$ cat src/verilog/scu_pkg.sv
// Shared constants and types of the conditional-store unit.
package scu_pkg;

  // ----------------------------------------
  // Register map of the plain register port
  // ----------------------------------------
  localparam logic [3:0] CFG_OFS = 4'h0;
  localparam logic [3:0] STAT_OFS = 4'h4;
  localparam logic [3:0] LADDR_OFS = 4'h8;
  localparam int CFG_ULS_BIT = 0;
  localparam int CFG_EVA_BIT = 1;
  localparam int CFG_XNP_BIT = 2;
  localparam logic [2:0] CFG_RST = 3'h3;
  localparam int STAT_FLAG_BIT = 0;
  localparam int STAT_BUSY_BIT = 1;

  // ----------------------------------------
  // Datapath figures
  // ----------------------------------------
  localparam int ADDR_W = 32;
  localparam int WORD_W = 32;
  localparam int IMM_W_NOW = 9;
  localparam int IMM_W_OLD = 16;
  localparam int BLOCK_LG_DEF = 4;
  localparam logic [31:0] RES_OK = 32'h0000_0001;
  localparam logic [31:0] RES_FAIL = 32'h0000_0000;
  localparam logic [31:0] HI_WORD_OFS = 32'h0000_0004;

  // ----------------------------------------
  // Enumerations
  // ----------------------------------------
  typedef enum logic [1:0] {
    KIND_BASIC = 2'h0,
    KIND_USER = 2'h1,
    KIND_PAIR = 2'h2
  } scu_kind_e;

  typedef enum logic [2:0] {
    EXC_NONE = 3'h0,
    EXC_TLB_REFILL = 3'h1,
    EXC_TLB_INVALID = 3'h2,
    EXC_TLB_MOD = 3'h3,
    EXC_WATCH = 3'h4,
    EXC_ADDR_ERR = 3'h5,
    EXC_RSVD_INSTR = 3'h6,
    EXC_COP_UNUSABLE = 3'h7
  } scu_exc_e;

  // Gray codes along idle, translate, write low, write high, finish.
  typedef enum logic [2:0] {
    ST_IDLE = 3'h0,
    ST_XLAT = 3'h1,
    ST_WR_LO = 3'h3,
    ST_WR_HI = 3'h2,
    ST_DONE = 3'h6,
    ST_MON = 3'h7
  } scu_state_e;

endpackage

$ cat src/verilog/scu_link_tracker.sv
// Link flag and linked address held between a linked load and a conditional store.
module scu_link_tracker #(
  parameter int BLOCK_LG = scu_pkg::BLOCK_LG_DEF,
  parameter bit HAS_LINK_ADDR = 1'b1
) (
  input wire logic core_clk,
  input wire logic sys_rst,
  input wire logic ll_valid,
  input wire logic [31:0] ll_paddr,
  input wire logic exception_return_evt,
  input wire logic exc_evt,
  input wire logic remote_store_valid,
  input wire logic [31:0] remote_store_paddr,
  input wire logic consume,
  output logic link_valid_flag,
  output logic [31:0] link_addr_reg
);

  logic remote_hit;

  // A remote coherent store hits when it falls in the watched block.
  assign remote_hit = remote_store_valid &&
    (remote_store_paddr[31:BLOCK_LG] == link_addr_reg[31:BLOCK_LG]);

  // Flag is set by any linked load; the set wins over every clearing event.
  always_ff @(posedge core_clk) begin
    if (sys_rst) begin
      link_valid_flag <= 1'b0;
    end else if (ll_valid) begin
      link_valid_flag <= 1'b1;
    end else if (exception_return_evt || exc_evt || remote_hit || consume) begin
      link_valid_flag <= 1'b0;
    end
  end

  // Linked address is kept only when the option is built in.
  always_ff @(posedge core_clk) begin
    if (sys_rst) begin
      link_addr_reg <= 32'h0000_0000;
    end else if (ll_valid && HAS_LINK_ADDR) begin
      link_addr_reg <= ll_paddr;
    end
  end
endmodule // scu_link_tracker

$ cat src/verilog/scu_cond_store.sv
// Conditional-store execution unit with its register port.
module scu_cond_store #(
  parameter int IMM_W = scu_pkg::IMM_W_NOW,
  parameter int BLOCK_LG = scu_pkg::BLOCK_LG_DEF,
  parameter bit HAS_LINK_ADDR = 1'b1
) (
  input wire logic core_clk,
  input wire logic sys_rst,
  input wire logic [3:0] reg_addr,
  input wire logic [31:0] reg_wdata,
  input wire logic reg_wr,
  input wire logic reg_rd,
  output logic [31:0] reg_rdata,
  input wire logic ll_valid,
  input wire logic [31:0] ll_paddr,
  input wire logic exception_return_evt,
  input wire logic exc_evt,
  input wire logic remote_store_valid,
  input wire logic [31:0] remote_store_paddr,
  input wire logic cs_req,
  input wire logic [1:0] cs_kind,
  input wire logic [31:0] cs_base,
  input wire logic [IMM_W-1:0] cs_imm,
  input wire logic [31:0] cs_src,
  input wire logic [31:0] cs_hi,
  input wire logic cs_cop_unusable,
  output logic xlat_req,
  output logic [31:0] xlat_vaddr,
  output logic xlat_user_map,
  input wire logic xlat_ack,
  input wire logic [31:0] xlat_paddr,
  input wire logic xlat_uncached,
  input wire logic [2:0] xlat_exc,
  output logic mem_wr_valid,
  output logic [31:0] mem_wr_addr,
  output logic [31:0] mem_wr_data,
  output logic mem_wr_lock,
  input wire logic mem_wr_ack,
  output logic mon_req,
  output logic mon_pair,
  input wire logic mon_resp_valid,
  input wire logic mon_resp_ok,
  output logic res_valid,
  output logic [31:0] res_value,
  output logic [2:0] res_exc
);

  // ----------------------------------------
  // Declarations
  // ----------------------------------------
  scu_pkg::scu_state_e state_ff;
  scu_pkg::scu_state_e nxt_state;
  logic [2:0] cfg_ff;
  logic [1:0] kind_ff;
  logic [31:0] src_ff;
  logic [31:0] hi_ff;
  logic [31:0] paddr_ff;
  logic link_flag;
  logic [31:0] link_addr;
  logic consume;
  logic [31:0] ea;
  logic [2:0] pre_exc;
  logic link_ok;
  logic is_pair;

  // Effective address: base plus sign-extended immediate, or base alone when paired.
  function automatic logic [31:0] calc_ea(input logic [1:0] kind, input logic [31:0] base,
                                          input logic [IMM_W-1:0] imm);
    logic [31:0] ext;
    ext = {{(32 - IMM_W){imm[IMM_W-1]}}, imm};
    if (kind == scu_pkg::KIND_PAIR) begin
      calc_ea = base;
    end else begin
      calc_ea = base + ext;
    end
  endfunction

  // Aligned address compare: word alignment, or double-word alignment for the paired form.
  function automatic logic addr_match(input logic pair, input logic [31:0] a, input logic [31:0] b);
    if (pair) begin
      addr_match = (a[31:3] == b[31:3]);
    end else begin
      addr_match = (a[31:2] == b[31:2]);
    end
  endfunction

  // ----------------------------------------
  // Link state
  // ----------------------------------------
  scu_link_tracker #(
    .BLOCK_LG(BLOCK_LG),
    .HAS_LINK_ADDR(HAS_LINK_ADDR)
  ) u_link (
    .core_clk(core_clk),
    .sys_rst(sys_rst),
    .ll_valid(ll_valid),
    .ll_paddr(ll_paddr),
    .exception_return_evt(exception_return_evt),
    .exc_evt(exc_evt),
    .remote_store_valid(remote_store_valid),
    .remote_store_paddr(remote_store_paddr),
    .consume(consume),
    .link_valid_flag(link_flag),
    .link_addr_reg(link_addr)
  );

  // A finished store consumes the link; local loads never touch it.
  assign consume = (state_ff == scu_pkg::ST_DONE);

  // ----------------------------------------
  // Request decode
  // ----------------------------------------
  assign ea = calc_ea(cs_kind, cs_base, cs_imm);
  assign is_pair = (kind_ff == scu_pkg::KIND_PAIR);

  // Outcome of the link check: flag and address only, whatever load set them.
  assign link_ok = link_flag && (!HAS_LINK_ADDR || addr_match(is_pair, xlat_paddr, link_addr));

  // Exceptions found before translation, in priority order.
  always_comb begin
    pre_exc = scu_pkg::EXC_NONE;
    if (cs_kind == scu_pkg::KIND_USER && !cfg_ff[scu_pkg::CFG_EVA_BIT]) begin
      pre_exc = scu_pkg::EXC_RSVD_INSTR;
    end else if (cs_kind == scu_pkg::KIND_PAIR && cfg_ff[scu_pkg::CFG_XNP_BIT]) begin
      pre_exc = scu_pkg::EXC_RSVD_INSTR;
    end else if (cs_kind > scu_pkg::KIND_PAIR) begin
      pre_exc = scu_pkg::EXC_RSVD_INSTR;
    end else if (cs_kind == scu_pkg::KIND_USER && cs_cop_unusable) begin
      pre_exc = scu_pkg::EXC_COP_UNUSABLE;
    end else if (cs_kind != scu_pkg::KIND_PAIR && ea[1:0] != 2'h0) begin
      pre_exc = scu_pkg::EXC_ADDR_ERR;
    end
  end

  // ----------------------------------------
  // Sequencer
  // ----------------------------------------
  // Next state of the store sequence.
  always_comb begin
    nxt_state = state_ff;
    case (state_ff)
      scu_pkg::ST_IDLE: begin
        if (cs_req) begin
          nxt_state = (pre_exc != scu_pkg::EXC_NONE) ? scu_pkg::ST_DONE : scu_pkg::ST_XLAT;
        end
      end
      scu_pkg::ST_XLAT: begin
        if (xlat_ack) begin
          if (xlat_exc != scu_pkg::EXC_NONE || !link_ok) begin
            nxt_state = scu_pkg::ST_DONE;
          end else if (xlat_uncached) begin
            nxt_state = cfg_ff[scu_pkg::CFG_ULS_BIT] ? scu_pkg::ST_MON : scu_pkg::ST_DONE;
          end else begin
            nxt_state = scu_pkg::ST_WR_LO;
          end
        end
      end
      scu_pkg::ST_WR_LO: begin
        if (mem_wr_ack) begin
          nxt_state = is_pair ? scu_pkg::ST_WR_HI : scu_pkg::ST_DONE;
        end
      end
      scu_pkg::ST_WR_HI: begin
        if (mem_wr_ack) begin
          nxt_state = scu_pkg::ST_DONE;
        end
      end
      scu_pkg::ST_MON: begin
        if (mon_resp_valid) begin
          nxt_state = scu_pkg::ST_DONE;
        end
      end
      scu_pkg::ST_DONE: begin
        nxt_state = scu_pkg::ST_IDLE;
      end
      default: begin
        nxt_state = scu_pkg::ST_IDLE;
      end
    endcase
  end

  // State register.
  always_ff @(posedge core_clk) begin
    if (sys_rst) begin
      state_ff <= scu_pkg::ST_IDLE;
    end else begin
      state_ff <= nxt_state;
    end
  end

  // Operands captured when a request is taken.
  always_ff @(posedge core_clk) begin
    if (sys_rst) begin
      kind_ff <= 2'h0;
      src_ff <= 32'h0000_0000;
      hi_ff <= 32'h0000_0000;
    end else if (state_ff == scu_pkg::ST_IDLE && cs_req) begin
      kind_ff <= cs_kind;
      src_ff <= cs_src;
      hi_ff <= cs_hi;
    end
  end

  // Translation request, held until acknowledged.
  always_ff @(posedge core_clk) begin
    if (sys_rst) begin
      xlat_req <= 1'b0;
      xlat_vaddr <= 32'h0000_0000;
      xlat_user_map <= 1'b0;
    end else if (state_ff == scu_pkg::ST_IDLE && cs_req && pre_exc == scu_pkg::EXC_NONE) begin
      xlat_req <= 1'b1;
      xlat_vaddr <= (cs_kind == scu_pkg::KIND_PAIR) ? {ea[31:3], 3'h0} : ea;
      xlat_user_map <= (cs_kind == scu_pkg::KIND_USER);
    end else if (xlat_ack) begin
      xlat_req <= 1'b0;
    end
  end

  // Physical address captured from the translation answer; the write port does not read it.
  always_ff @(posedge core_clk) begin
    if (sys_rst) begin
      paddr_ff <= 32'h0000_0000;
    end else if (state_ff == scu_pkg::ST_XLAT && xlat_ack) begin
      paddr_ff <= xlat_paddr;
    end
  end

  // Memory write port: low word first, then high word, both under the lock when paired.
  always_ff @(posedge core_clk) begin
    if (sys_rst) begin
      mem_wr_valid <= 1'b0;
      mem_wr_addr <= 32'h0000_0000;
      mem_wr_data <= 32'h0000_0000;
      mem_wr_lock <= 1'b0;
    end else if (nxt_state == scu_pkg::ST_WR_LO && state_ff == scu_pkg::ST_XLAT) begin
      mem_wr_valid <= 1'b1;
      mem_wr_addr <= is_pair ? {xlat_paddr[31:3], 3'h0} : xlat_paddr;
      mem_wr_data <= src_ff;
      mem_wr_lock <= is_pair;
    end else if (nxt_state == scu_pkg::ST_WR_HI && state_ff == scu_pkg::ST_WR_LO) begin
      mem_wr_addr <= mem_wr_addr + scu_pkg::HI_WORD_OFS;
      mem_wr_data <= hi_ff;
    end else if (mem_wr_ack) begin
      mem_wr_valid <= 1'b0;
      mem_wr_lock <= 1'b0;
    end
  end

  // With the ULS bit set, an uncached store goes to the outside monitor, which owns the outcome.
  always_ff @(posedge core_clk) begin
    if (sys_rst) begin
      mon_req <= 1'b0;
      mon_pair <= 1'b0;
    end else if (nxt_state == scu_pkg::ST_MON && state_ff == scu_pkg::ST_XLAT) begin
      mon_req <= 1'b1;
      mon_pair <= is_pair;
    end else if (mon_resp_valid) begin
      mon_req <= 1'b0;
    end
  end

  // Result for the source register, or the exception taken instead.
  always_ff @(posedge core_clk) begin
    if (sys_rst) begin
      res_valid <= 1'b0;
      res_value <= scu_pkg::RES_FAIL;
      res_exc <= scu_pkg::EXC_NONE;
    end else begin
      res_valid <= (nxt_state == scu_pkg::ST_DONE);
      if (state_ff == scu_pkg::ST_IDLE && cs_req) begin
        res_exc <= pre_exc;
        res_value <= scu_pkg::RES_FAIL;
      end else if (state_ff == scu_pkg::ST_XLAT && xlat_ack) begin
        res_exc <= xlat_exc;
        res_value <= scu_pkg::RES_FAIL;
      end else if (nxt_state == scu_pkg::ST_DONE && state_ff == scu_pkg::ST_MON) begin
        res_value <= {31'h0000_0000, mon_resp_ok};
      end else if (nxt_state == scu_pkg::ST_DONE && mem_wr_ack) begin
        res_value <= scu_pkg::RES_OK;
      end
    end
  end

  // ----------------------------------------
  // Register port
  // ----------------------------------------
  // Configuration fields steer which forms and memory types are honoured.
  always_ff @(posedge core_clk) begin
    if (sys_rst) begin
      cfg_ff <= scu_pkg::CFG_RST;
    end else if (reg_wr && reg_addr == scu_pkg::CFG_OFS) begin
      cfg_ff <= reg_wdata[2:0];
    end
  end

  // Read data stand in the cycle after the strobe; unmapped offsets read zero.
  always_ff @(posedge core_clk) begin
    if (sys_rst) begin
      reg_rdata <= 32'h0000_0000;
    end else if (reg_rd) begin
      case (reg_addr)
        scu_pkg::CFG_OFS: reg_rdata <= {29'h0000_0000, cfg_ff};
        scu_pkg::STAT_OFS: reg_rdata <= {30'h0000_0000, state_ff != scu_pkg::ST_IDLE, link_flag};
        scu_pkg::LADDR_OFS: reg_rdata <= link_addr;
        default: reg_rdata <= 32'h0000_0000;
      endcase
    end else begin
      reg_rdata <= 32'h0000_0000;
    end
  end
endmodule // scu_cond_store

$ cat config.mk
export PLATFORM = sky130hd
export DESIGN_NAME = scu_cond_store
export DESIGN_NICKNAME = d
export VERILOG_FILES = /design/src/verilog/scu_pkg.sv /design/src/verilog/scu_link_tracker.sv /design/src/verilog/scu_cond_store.sv
export SDC_FILE = /design/constraint.sdc
export NUM_CORES = 1
export LEC_CHECK = 0
export BUFFER_PORTS_ARGS = -buffer_cell sky130_fd_sc_hd__buf_4
export CAP_MARGIN = 10
export CORE_AREA = 2 2 168 170
export DETAILED_ROUTE_END_ITERATION = 8
export DIE_AREA = 0 0 170 172
export GPL_TIMING_DRIVEN = 0
export PLACE_DENSITY = 0.8
export SYNTH_ARGS = -nofsm -noshare
export SYNTH_HDL_FRONTEND = slang
export SYNTH_SLANG_ARGS = --single-unit
export TNS_END_PERCENT = 50
$ cat constraint.sdc
create_clock -name core_clk -period 3.1 [get_ports core_clk]
set_input_delay 0.155 -clock core_clk [delete_from_list [all_inputs] [get_ports core_clk]]
set_output_delay 0.155 -clock core_clk [all_outputs]
set_load 0.01 [all_outputs]
# Word level (Yosys, flattened, before mapping)
# Index checks and enable logic that the tools add are counted.
# classes
addsub	2
mul	0
n_div	0
n_lt_le_gt_ge	1
eq_ne	19
shifts	0
muxes	39
n_bitwise	1
n_reduce_logical	38
# ops
operator	n
32-bit 2-to-1 mux	5
32-bit one-hot mux with 3 select lines	1
3-bit 2-to-1 mux	18
32-bit by 3-bit adder with 32-bit output, second input constant	1
32-bit adder	1
30-bit equality test	1
29-bit equality test	1
28-bit equality test	1
2-bit nonzero test	8
1-bit logical AND	15
3-bit one-hot mux with 5 select lines	1
1-bit 2-to-1 mux	14
3-bit by 2-bit equality test with 1-bit output, second input constant	4
3-bit equality test, second input constant	4
3-bit nonzero test	3
3-bit logical NOT	2
2-bit equality test, second input constant	2
4-bit by 3-bit equality test with 1-bit output, second input constant	1
4-bit equality test, second input constant	1
4-bit logical NOT	1
1-bit logical OR	4
2-bit inequality test, second input constant	2
3-bit by 1-bit equality test with 1-bit output, second input constant	1
3-bit OR reduction	1
6 further kinds	7
# word_totals
reg_bits	244
latch_bits	0
mem_bits_rw	0
rom_bits	0
elab_cells	120
mem_count	0

# Longest topological paths before layout
# Gate-level depths: netlist (run 1).
# logic_depth
ltp_word	17
ltp_mapped	14
depth_no_buf	12

# Modules after synthesis
# A second synthesis (run 1) with hierarchy kept.
# unflattened
cells_unflattened	1460
hier_area_um2	12039.0
# modules_own_cells
mod	instances	cells_per_inst	area_each_um2	seq_area_each_um2
scu_cond_store	1	1313	10522.6	4224.1
scu_link_tracker	1	147	1516.5	660.6

# Worst setup path before layout (run 1)
# No wires, ideal clock.
# synth_timing
path_type	input -> register
startpoint	input cs_base[0]
endpoint	register mem_wr_addr[30]
setup_time_ns	0.070
arrival_ns	2.586
t_required_ns	3.030
slack_ns	0.444
path_stages	12
n_path_buf	0
cell_sequence	ha_1 -> inv_1 -> fa_1 -> nand2b_1 -> a21oi_1 -> a22oi_2 -> nor2_1 -> a211oi_4 -> nand3_1 -> nor4_2 -> mux2_1 -> a21oi_1
# synth_via
elab_chain_cells	16
word_cells_on_any_way	19
classes_between	add/sub: 1; eq/ne: 2; mux: 10; reduce/logical: 6
# synth_rtl
element	line	rtl
start: declaration	scu_cond_store.sv:22	input wire logic [31:0] cs_base,
32-bit adder	scu_cond_store.sv:74	calc_ea = base + ext;
32-bit 2-to-1 mux *	scu_cond_store.sv:71	if (kind == scu_pkg::KIND_PAIR) begin
2-bit nonzero test *	scu_cond_store.sv:130	end else if (cs_kind != scu_pkg::KIND_PAIR && ea[1:0] != 2'h0) begin
1-bit logical AND *	scu_cond_store.sv:130	
3-bit 2-to-1 mux *	scu_cond_store.sv:130	
3-bit 2-to-1 mux *	scu_cond_store.sv:128	end else if (cs_kind == scu_pkg::KIND_USER && cs_cop_unusable) begin
3-bit 2-to-1 mux *	scu_cond_store.sv:126	end else if (cs_kind > scu_pkg::KIND_PAIR) begin
3-bit 2-to-1 mux *	scu_cond_store.sv:124	end else if (cs_kind == scu_pkg::KIND_PAIR && cfg_ff[scu_pkg::CFG_XNP_BIT]) begin
3-bit 2-to-1 mux *	scu_cond_store.sv:122	if (cs_kind == scu_pkg::KIND_USER && !cfg_ff[scu_pkg::CFG_EVA_BIT]) begin
3-bit nonzero test *	scu_cond_store.sv:144	nxt_state = (pre_exc != scu_pkg::EXC_NONE) ? scu_pkg::ST_DONE : scu_pkg::ST_XLAT;
3-bit 2-to-1 mux *	scu_cond_store.sv:144	
3-bit 2-to-1 mux *	scu_cond_store.sv:143	if (cs_req) begin
3-bit one-hot mux with 5 select lines *	scu_cond_store.sv:141	case (state_ff)
3-bit by 2-bit equality test with 1-bit output (on tied branches)	scu_cond_store.sv:235, scu_cond_store.sv:240	
1-bit logical AND (on tied branches)	scu_cond_store.sv:235, scu_cond_store.sv:240	
32-bit 2-to-1 mux or 2-bit nonzero test (tied branches)	-	
end signal: assignment	scu_cond_store.sv:237	mem_wr_addr <= is_pair ? {xlat_paddr[31:3], 3'h0} : xlat_paddr;
end signal: assignment	scu_cond_store.sv:241	mem_wr_addr <= mem_wr_addr + scu_pkg::HI_WORD_OFS;
end: declaration	scu_cond_store.sv:35	output logic [31:0] mem_wr_addr,
# Mark *: on every way between the ends. The rest lies on a longest branch, timed or not.
# A chain may end at the register's enable or synchronous reset.

# Worst setup path in the final report (run 1)
# layout_timing
startpoint	register u_link.link_addr_reg[21]
endpoint	register mem_wr_addr[30]
# layout_via
elab_chain_cells	11
word_cells_on_any_way	15
classes_between	eq/ne: 4; mux: 5; reduce/logical: 6
# layout_rtl
element	line	rtl
start: declaration	scu_link_tracker.sv:16	output logic [31:0] link_addr_reg
start signal: assignment	scu_link_tracker.sv:41	link_addr_reg <= ll_paddr;
30-bit equality test or 29-bit equality test (tied branches)	scu_cond_store.sv:83, scu_cond_store.sv:81	
1-bit 2-to-1 mux *	scu_cond_store.sv:80	if (pair) begin
1-bit logical AND *	scu_cond_store.sv:117	assign link_ok = link_flag && (!HAS_LINK_ADDR || addr_match(is_pair, xlat_paddr, link_addr));
1-bit logical NOT *	scu_cond_store.sv:149	if (xlat_exc != scu_pkg::EXC_NONE || !link_ok) begin
1-bit logical OR *	scu_cond_store.sv:149	
3-bit 2-to-1 mux *	scu_cond_store.sv:149	
3-bit 2-to-1 mux *	scu_cond_store.sv:148	if (xlat_ack) begin
3-bit one-hot mux with 5 select lines *	scu_cond_store.sv:141	
3-bit by 2-bit equality test with 1-bit output (on tied branches)	scu_cond_store.sv:235, scu_cond_store.sv:240	
1-bit logical AND (on tied branches)	scu_cond_store.sv:235, scu_cond_store.sv:240	
32-bit 2-to-1 mux or 2-bit nonzero test (tied branches)	-	
# Marks and branches as above.

==> results.toml, run 1 <==
[critical_path]
r2r_slack_ns = 0.10
slowest_delay_ns = 0.41
cp_cell_sequence = "xnor2_1 -> nand4_1 -> nor4_4 -> o2111ai_2 -> a21oi_2 -> buf_4 -> nand3_2 -> nor4_2 -> mux2_1 -> a21oi_1"
required_ns = 3.58
ff2ff_path_depth = 10
critical_path_class = "reg2reg"
slowest_stage = "nor4_4"
path_delay_family = "simple AND/OR/NAND/NOR gates"
worstReg2RegEnd = "mem_wr_addr[30]$_SDFFE_PP0P_"
crit_path_start_kind = "register"
arrival_ns = 3.48
crit_fanout = 7
r2r-start = "u_link.link_addr_reg[21]$_SDFFE_PP0P_"
endpoint_kind = "register"
critPathBufInv = 1

[clock_network]
cts_tree = "built"
numCtsBuffers = 27
htree_levels = 1
cts_root_buf = "clkbuf_16"
clock_latency_ns = 0.56
cts_sinks = 244
cts.clk_slew.worst_paths_ns = 0.06
clockBufferDepth = 3

[die]
core_area_mm2 = 0.0275
floorplan.initialDensity_pct = 43.5
dieArea_mm2 = 0.0292
boundaryPins = 427
die_x_um = 170
die_h_um = 172
std_cell_rows = 61

[synth]
ys_types = 69
syn_area_mm2 = 0.0120
yosys.area.top_type = "dfxtp_1"
synth_cells = 1466
ys_top_cells_by_count = "nand2_1 (246), dfxtp_1 (244), a21oi_1 (179)"
async_flop_share_pct = 0
ys_warn_count = 0
netlist.area_leader.share_pct = 40.9
ys_ff_latch = 244
ys_seq_area_share_pct = 40.9
yosysMostFrequentCell = "nand2_1"
syn_area_per_cell_um2 = 8.15
synth_edf_count = 0
ys.flop_type = "dfxtp_1"
netlist_top_cells_area = "dfxtp_1 (41%), nand2_1 (7.7%), a21oi_1 (7.5%)"

[grt]
globalRoute.totalOverflow = 0
antenna_found_initial = 2
grt_usage_pct = 32.3
grt_pass1_vias = 13300
grt_max_degree = 25
grt_pass1_wl_um = 73200

[sta]
whs_ns = 0.0268
setup_tns_ns = 0
fin_crit_ns = 3.00
min_period_over_period_pct = 96.7
setup_viol = 0
tightestPinTransition_ns = 0.874
slew_violations = 0
clock_skew_ns = 0.0224
maxSlewHeadroom_pct = 41.7
max_freq_mhz = 334
fin_ws_ns = 0.102
finalHoldViolCount = 0

[power]
total_leakage_power_uw = 0.00761
peakVddDrop_v = 0.000377
powerDensity_mw_per_mm2 = 472

[place]
portBuffers = 360
hpwl_um = 34600
gp_congestion = 0.941
dp_cells = 2202
pre_cts_ws_ns = -0.422

[routing]
vias_per_cell = 5.64
dr.pass1.iters = 6
m1WireLength_um = 18800
drc_errors = 0
highest_layer = "met5"
num_vias = 13700
met2WireLength_um = 23300
postRouteWirelength_um = 49800
wl_per_cell_um = 20.6
wl_met3_um = 4520
drtAntennaViolNets = 0
drtIter0Drc = 1047

[worst_hold_path]
min_path_cells = 4
min_to = "u_link.link_valid_flag$_SDFFE_PP0P_"
hold_start = "exception_return_evt"
hold_class = "in2reg"

[cells_and_area]
nNetsFinal = 2346
num_antenna_cells = 0
fin_cells = 2421
synthToLayoutAreaGrowth_pct = 49.5
final_layout_size_suffix_gt1_share_pct = 23.6
utilization_pct = 65.0

[flow_run]
maxCapViolations = 0

[status]
status = "finished, final reports clean"
[logic make-up (layout without fill, tap and decap cells)]
| kind of cell | Yosys count | count (layout) | share of synthesized area [%] |
|---|---|---|---|
| simple gates | 550 | 550 | 21.2 |
| compound gates | 369 | 369 | 19.0 |
| flops | 244 | 244 | 40.9 |
| buf+inv | 144 | 723 | 5.77 |
| xor+xnor | 84 | 84 | 6.16 |
| mux | 41 | 41 | 3.46 |
| fa+ha+maj | 33 | 33 | 3.52 |
| other cells | 1 | 31 | 0.0314 |
[metal layers]
metal / up-vias / global-route usage (%)
li1: 6233 / -
met1: 6381 / 37.1
met2: 820 / 56.0
met3: 222 / 7.07
met4: 4 / 18.1
met5: - / 0
[area by class of cell]
class	instances	area (µm²)
buffer	115	592
clock buffer	35	756
clock inverter	13	150
fill	2206	9610
inverter	29	109
multi-input combinational	1108	6550
sequential	244	4880
tap	346	433
timing repair buffer	531	4400
[per-stage QoR]
| stage | instance area (µm²) | total power [µW] |
|---|---|---|
| floorplan | 12100 | 4310 |
| global placement | 15200 | 4910 |
| detailed placement | 15200 | 4940 |
| CTS | 17800 | 8370 |
| global route | 17900 | 8730 |
| finish | 17900 | 8440 |
[tightest hold or removal path, cell delays in order]
cell     delay [ns]
buf_4          0.08
nor2_1         0.05
a41oi_1        0.19
nor2_1         0.05
[report_power, final]
part           internal (µW)  switching, µW  leakage (µW)
logic                    802            922       0.00520
clock network           1900           1390      0.000431
registers               3300            123       0.00199
total                   6000           2440       0.00761
[cell usage in the layout (no fill, tap or decap), types with 27 or more instances in the layout]
cell,count
o21ai_0,41
mux2i_1,38
a21oi_1,179
nor2_1,121
conb_1,31
xnor2_1,59
buf_4,400
a22oi_1,36
clkbuf_1,60
dlygate4sd3_1,165
dfxtp_1,244
nand2_1,246
ha_1,32
inv_1,29
and2_1,37
clkbuf_16,27
[worst max path at each step]
stage,to,depth (start not counted),startpoint
floorplan,mem_wr_addr[30]$_SDFFE_PP0P_,12,cs_base[0]
global placement,mem_wr_addr[10]$_SDFFE_PP0P_,15,cs_base[0]
detailed placement,mem_wr_addr[8]$_SDFFE_PP0P_,15,cs_base[0]
CTS,mem_wr_addr[8]$_SDFFE_PP0P_,11,u_link.link_addr_reg[8]$_SDFFE_PP0P_
global route,mem_wr_addr[30]$_SDFFE_PP0P_,10,u_link.link_addr_reg[21]$_SDFFE_PP0P_
finish,mem_wr_addr[30]$_SDFFE_PP0P_,10,u_link.link_addr_reg[21]$_SDFFE_PP0P_
[timing repair]
item	in CTS	in global routing
pin swaps	1	2
gates resized for setup	3	19
endpoints found under the setup margin	64	65
hold buffers	165	0
setup buffers	2	4
hold endpoints to repair	164	0
Note: power is estimated with default switching activity, not from simulation.
==> run 2, diff against run 1 <==
CORE_AREA = 2 2 166 168   (was 2 2 168 170)
DIE_AREA = 0 0 168 170   (was 0 0 170 172)
PLACE_DENSITY = 0.81   (was 0.8)
SYNTH_HIERARCHICAL = 1   (was not set)
==> results.toml, run 2 <==
[grt]
antenna_found_initial = 2
grt_usage_pct = 32.6
grt_max_degree = 27
grt_pass1_vias = 13500
grt_pass1_wl_um = 73000
globalRoute.totalOverflow = 0

[die]
boundaryPins = 427
core_area_mm2 = 0.0267
die_h_um = 170
die_x_um = 168
floorplan.initialDensity_pct = 45.2
dieArea_mm2 = 0.0286
std_cell_rows = 60

[critical_path]
slowest_delay_ns = 0.55
arrival_ns = 3.42
critical_path_class = "in2reg"
worst_path_most_repeated_cell = "a21o_1"
crit_fanout = 4
cp_cell_sequence = "dlygate4sd3_1 -> buf_4 -> ha_1 -> a21o_1 -> o21bai_1 -> o2111ai_1 -> a31o_2 -> o21ai_2 -> a21o_1 -> a21o_1 -> a211oi_2 -> xor2_1 -> a2111oi_1"
endpoint_kind = "register"
crit_path_start_kind = "input pin"
slowest_stage = "dlygate4sd3_1"
required_ns = 3.51

[sta]
clock_skew_ns = 0.0257
tightestPinTransition_ns = 0.906
setup_viol = 0
fin_crit_ns = 3.01
finalHoldViolCount = 0
maxSlewHeadroom_pct = 39.6
rsz0062_at_grt = "false"
min_period_over_period_pct = 97.1
max_freq_mhz = 332
slew_violations = 0

[power]
powerDensity_mw_per_mm2 = 489
p_seq_share_pct = 39.2
p_int_uw = 6270
combPwrFrac_pct = 20.2
total_leakage_power_uw = 0.00764
peakVddDrop_v = 0.000365
pwr-share-clk_pct = 40.6
p_switching_uw = 2530
fin_total_pwr_uw = 8800
switching_share_pct = 28.8

[synth]
yosys.area.top_type = "dfxtp_1"
ys_types = 70
synth_cells = 1460
synth_edf_count = 0
yosysMostFrequentCell = "nand2_1"
ys_seq_area_share_pct = 40.6
netlist_top_cells_area = "dfxtp_1 (41%), nand2_1 (7.7%), a21oi_1 (7.0%)"
ys_warn_count = 6
syn_area_mm2 = 0.0120
ys_top_cells_by_count = "nand2_1 (246), dfxtp_1 (244), a21oi_1 (169)"
async_flop_share_pct = 0
ys_ff_latch = 244
netlist.area_leader.share_pct = 40.6
syn_area_per_cell_um2 = 8.25
ys.flop_type = "dfxtp_1"

[cells_and_area]
final_cell_mix = "buf_4 (398), nand2_1 (245), dfxtp_1 (239), a21oi_1 (169), dlygate4sd3_1 (169)"
nNetsFinal = 2339
final_common_cell = "buf_4"
layout.area.seq_mm2 = 0.00489
synthToLayoutAreaGrowth_pct = 49.6
fin_area_mm2 = 0.0180
nFillCells = 2003
fin_cells = 2414
final_layout_size_suffix_gt1_share_pct = 23.7
multiInputGateArea_mm2 = 0.00660

[clock_network]
htree_levels = 1
cts_root_buf = "clkbuf_16"
cts_tree = "built"
clockBufferDepth = 3
numCtsBuffers = 27
cts.clk_slew.worst_paths_ns = 0.07
cts_sinks = 244
clock_latency_ns = 0.56

[routing]
drtAntennaViolNets = 0
num_vias = 13600
drtIter0Drc = 1393
drc_errors = 0
wl_per_cell_um = 20.2
vias_per_cell = 5.65
postRouteWirelength_um = 48700
dr.pass1.iters = 6

[worst_hold_path]
hold_class = "in2reg"

[flow_run]
maxCapViolations = 0

[place]
gp_congestion = 0.977
hpwl_um = 33800
dp_cells = 2190
portBuffers = 359
placed_cell_area_mm2 = 0.0153

[status]
status = "finished, final reports clean"
==> run 2: final cells by class <==
cell class              instances  share of cell area [%]
inverters                      12                   0.250
clock inverters                16                    1.34
clock buffers                  34                    4.12
diodes                          3                  0.0417
repair buffers                530                    24.4
multi-input cells            1115                    36.6
plain buffers                 119                    3.63
flip-flops and latches        244                    27.2
well taps                     341                    2.37
==> run 2: worst max-delay path, delay by kind of cell <==
family | cells | cell delay, ns
XOR/XNOR | 1 | 0.09
adder cells (fa/ha/maj) | 1 | 0.34
buffers and inverters | 2 | 0.70
AO/OA/AOI/OAI | 9 | 2.14
==> run 2: what timing repair did <==
| item | 4_1_cts | 5_1_grt |
|---|---|---|
| hold buffers | 169 | 0 |
| resized for setup | 2 | 10 |
| setup endpoints to repair | 44 | 60 |
| hold endpoints to repair | 167 | 0 |
| buffers inserted | 0 | 2 |
| pin swaps | 0 | 1 |
==> run 2: power by group through the flow <==
stage / Clock, µW / Combinational, µW / Sequential (µW)
2_1_floorplan: 0 / 913 / 3480
5_1_grt: 3700 / 1920 / 3460
3_3_place_gp: 0 / 1510 / 3500
3_5_place_dp: 0 / 1540 / 3510
6_report: 3580 / 1780 / 3450
4_1_cts: 3560 / 1730 / 3440
==> run 2: path summary, 6_finish.rpt <==
kind	endpoint	cells past startpoint	slack, ns	from
max	xlat_vaddr[25]$_SDFFE_PP0P_	13	0.09	cs_base[4]
min	xlat_vaddr[13]$_SDFFE_PP0P_	3	0.02	cs_base[13]
max reg2reg	mem_wr_data[15]$_SDFFE_PP0P_	13	0.14	u_link/link_addr_reg[19]$_SDFFE_PP0P_
min reg2reg	mem_wr_data[22]$_SDFFE_PP0P_	2	0.46	mem_wr_data[22]$_SDFFE_PP0P_
==> run 2: metrics by stage <==
stage          hold slack (ns)  utilization (%)  setup WS [ns]  TNS (ns)
2_1_floorplan            0.273                -          0.370         0
3_3_place_gp             0.358             57.3         -0.189     -7.61
3_5_place_dp             0.363             57.3         -0.210     -8.08
4_1_cts                0.00311             67.4         0.0281         0
5_1_grt                 0.0308             67.6         0.0123         0
6_report                0.0210             67.6         0.0905         0
==> run 2: layer usage <==
metal,part of all wire [%],up-vias,global-route usage [%]
li1,-,6256,-
met5,0,-,0
met4,6.4,0,19.4
met2,47,862,56.3
met1,37,6291,37.0
met3,9.1,221,7.12
==> run 2: logic make-up (layout without fill, tap and decap cells) <==
group                      Yosys count  count (layout)  share of synthesized area, %
and+or+nand+nor                    565             565                          21.8
AOI/OAI and AO/OA                  361             361                          18.8
DFF                                244             244                          40.6
buffers and inverters              131             711                          5.80
xor gates and xnor gates            85              85                          6.18
muxes                               40              40                          3.34
adders and majority gates           33              33                          3.49
other                                1              34                        0.0311
==> run 3, diff against run 2 <==
BUFFER_PORTS_ARGS = not set   (was -buffer_cell sky130_fd_sc_hd__buf_4)
CORE_AREA = 2 2 165 167   (was 2 2 166 168)
DIE_AREA = 0 0 167 169   (was 0 0 168 170)
DONT_BUFFER_PORTS = 1   (was not set)
PLACE_DENSITY = 0.68   (was 0.81)
clock period = 3.9 ns   (was 3.1 ns; I/O delays follow)
==> results.toml, run 3 (synthesis results as in run 2) <==
[status]
status = "finished, final reports clean"

[power]
p_switching_uw = 1830
p_int_uw = 4590
fin_total_pwr_uw = 6420
switching_share_pct = 28.5
peakVddDrop_v = 0.000392
total_leakage_power_uw = 0.00580
combPwrFrac_pct = 17.2
pwr-share-clk_pct = 39.7
p_seq_share_pct = 43.1
powerDensity_mw_per_mm2 = 421

[critical_path]
ff2ff_path_depth = 11
crit_fanout = 10
crit_path_start_kind = "register"
critical_path_class = "reg2reg"
worstReg2RegEnd = "mem_wr_data[1]$_SDFFE_PP0P_"
endpoint_kind = "register"
required_ns = 4.30
r2r-start = "state_ff[1]$_SDFF_PP0_"
arrival_ns = 3.60
r2r_slack_ns = 0.70

[grt]
grt_usage_pct = 30.3
antenna_found_initial = 0
grt_pass1_wl_um = 67500
grt_max_degree = 27
globalRoute.totalOverflow = 0
grt_pass1_vias = 11700

[worst_hold_path]
min_path_cells = 4
min_to = "res_exc[0]$_SDFFE_PP0P_"
hold_class = "in2reg"
hold_start = "cs_kind[0]"

[sta]
clock_skew_ns = 0.0122
setup_viol = 0
finalHoldViolCount = 0
min_period_over_period_pct = 82.1
whs_ns = 0.00476
setup_tns_ns = 0
tightestPinTransition_ns = 0.781
fin_crit_ns = 3.20
max_freq_mhz = 312
rsz0062_at_grt = "false"
slew_violations = 0
maxSlewHeadroom_pct = 47.9

[clock_network]
clock_latency_ns = 0.55
cts_sinks = 244
cts_root_buf = "clkbuf_16"
cts_setup_buffers = 0
cts.clk_slew.worst_paths_ns = 0.07
numCtsBuffers = 26
cts_tree = "built"
clockBufferDepth = 3
htree_levels = 1

[die]
floorplan.initialDensity_pct = 45.4
die_h_um = 169
core_area_mm2 = 0.0265
dieArea_mm2 = 0.0282
boundaryPins = 427
die_x_um = 167
std_cell_rows = 60

[routing]
postRouteWirelength_um = 44600
vias_per_cell = 5.79
dr.pass1.iters = 6
num_vias = 11900
drtIter0Drc = 1036
drc_errors = 0
wl_per_cell_um = 21.7
drtAntennaViolNets = 0

[cells_and_area]
synthToLayoutAreaGrowth_pct = 26.5
final_cell_mix = "nand2_1 (246), dfxtp_1 (244), dlygate4sd3_1 (178), a21oi_1 (169), nor2_1 (129)"
final_layout_size_suffix_gt1_share_pct = 6.60
nNetsFinal = 1986
fin_cells = 2055
final_common_cell = "nand2_1"
fin_area_mm2 = 0.0152

[place]
placed_cell_area_mm2 = 0.0126
hpwl_um = 32100
gp_congestion = 0.981
portBuffers = 0
dp_cells = 1831

[flow_run]
maxCapViolations = 0
run 3: cell count changes in the layout (fill, tap and decap cells not counted), sizes merged:
cell / change
buf: -361
dlygate4sd3: +9
clkinv: +4
clkinvlp: -4
inv: -3
bufinv: -2
clkbuf: -1
diode: -1
run 3: final cells by class:
type                            count  area [µm²]
Antenna cell                        2        5.00
Buffer                            119         653
Clock buffer                       33         707
Clock inverter                     11         153
Fill cell                        2326       11300
Inverter                           12        45.0
Multi-Input combinational cell   1115        6570
Sequential cell                   244        4880
Tap cell                          341         427
Timing Repair Buffer              178        1780
run 3: worst max-delay path, stage by stage, from the launching register on:
cell	delay, ns
dfxtp_1	0.30
buf_4	0.16
nor3_2	0.31
nand2_1	0.28
nor3_2	0.65
a21oi_1	0.22
nor4b_2	0.26
buf_4	0.22
nor2_1	0.07
clkbuf_1	0.33
nand2_1	0.16
a21oi_1	0.08
run 3: what timing repair did:
action,in CTS,in global routing
endpoints found under the hold margin,176,0
resized for setup,0,0
hold buffers,178,0
setup endpoints to repair,0,0
run 3: through the flow:
step	util, %	setup slack, ns
finish	57.5	0.697
global route	57.4	0.442
CTS	57.4	0.640
detailed placement	47.5	0.535
global placement	47.5	0.611
floorplan	-	1.13
run 3: how the worst max path moves through the flow:
stage                                         to                   start  cells past startpoint  slack [ns]
finish               mem_wr_data[1]$_SDFFE_PP0P_  state_ff[1]$_SDFF_PP0_                     11        0.70
global placement     mem_wr_data[0]$_SDFFE_PP0P_              cs_base[0]                     14        0.61
detailed placement  mem_wr_data[29]$_SDFFE_PP0P_              cs_base[0]                     14        0.54
CTS                 mem_wr_data[29]$_SDFFE_PP0P_  state_ff[1]$_SDFF_PP0_                     11        0.64
global route         mem_wr_data[2]$_SDFFE_PP0P_  state_ff[1]$_SDFF_PP0_                     11        0.44
floorplan           mem_wr_addr[18]$_SDFFE_PP0P_              cs_base[0]                     14        1.13
run 3: per-layer routing:
| metal | part of all wire (%) | wire, µm | track usage, % | up-vias |
|---|---|---|---|---|
| li1 | - | - | - | 5537 |
| met4 | 6.0 | 2690 | 16.5 | 0 |
| met2 | 47 | 21000 | 51.8 | 681 |
| met3 | 10 | 4680 | 8.51 | 175 |
| met1 | 36 | 16200 | 34.3 | 5510 |
| met5 | 0 | 0 | 0 | - |
run 3: power groups by stage:
stage / logic, µW / clock network [µW] / registers, µW
floorplan: 726 / 0 / 2770
global placement: 907 / 0 / 2810
detailed placement: 925 / 0 / 2820
CTS: 1090 / 2570 / 2760
global route: 1210 / 2670 / 2780
finish: 1110 / 2550 / 2760
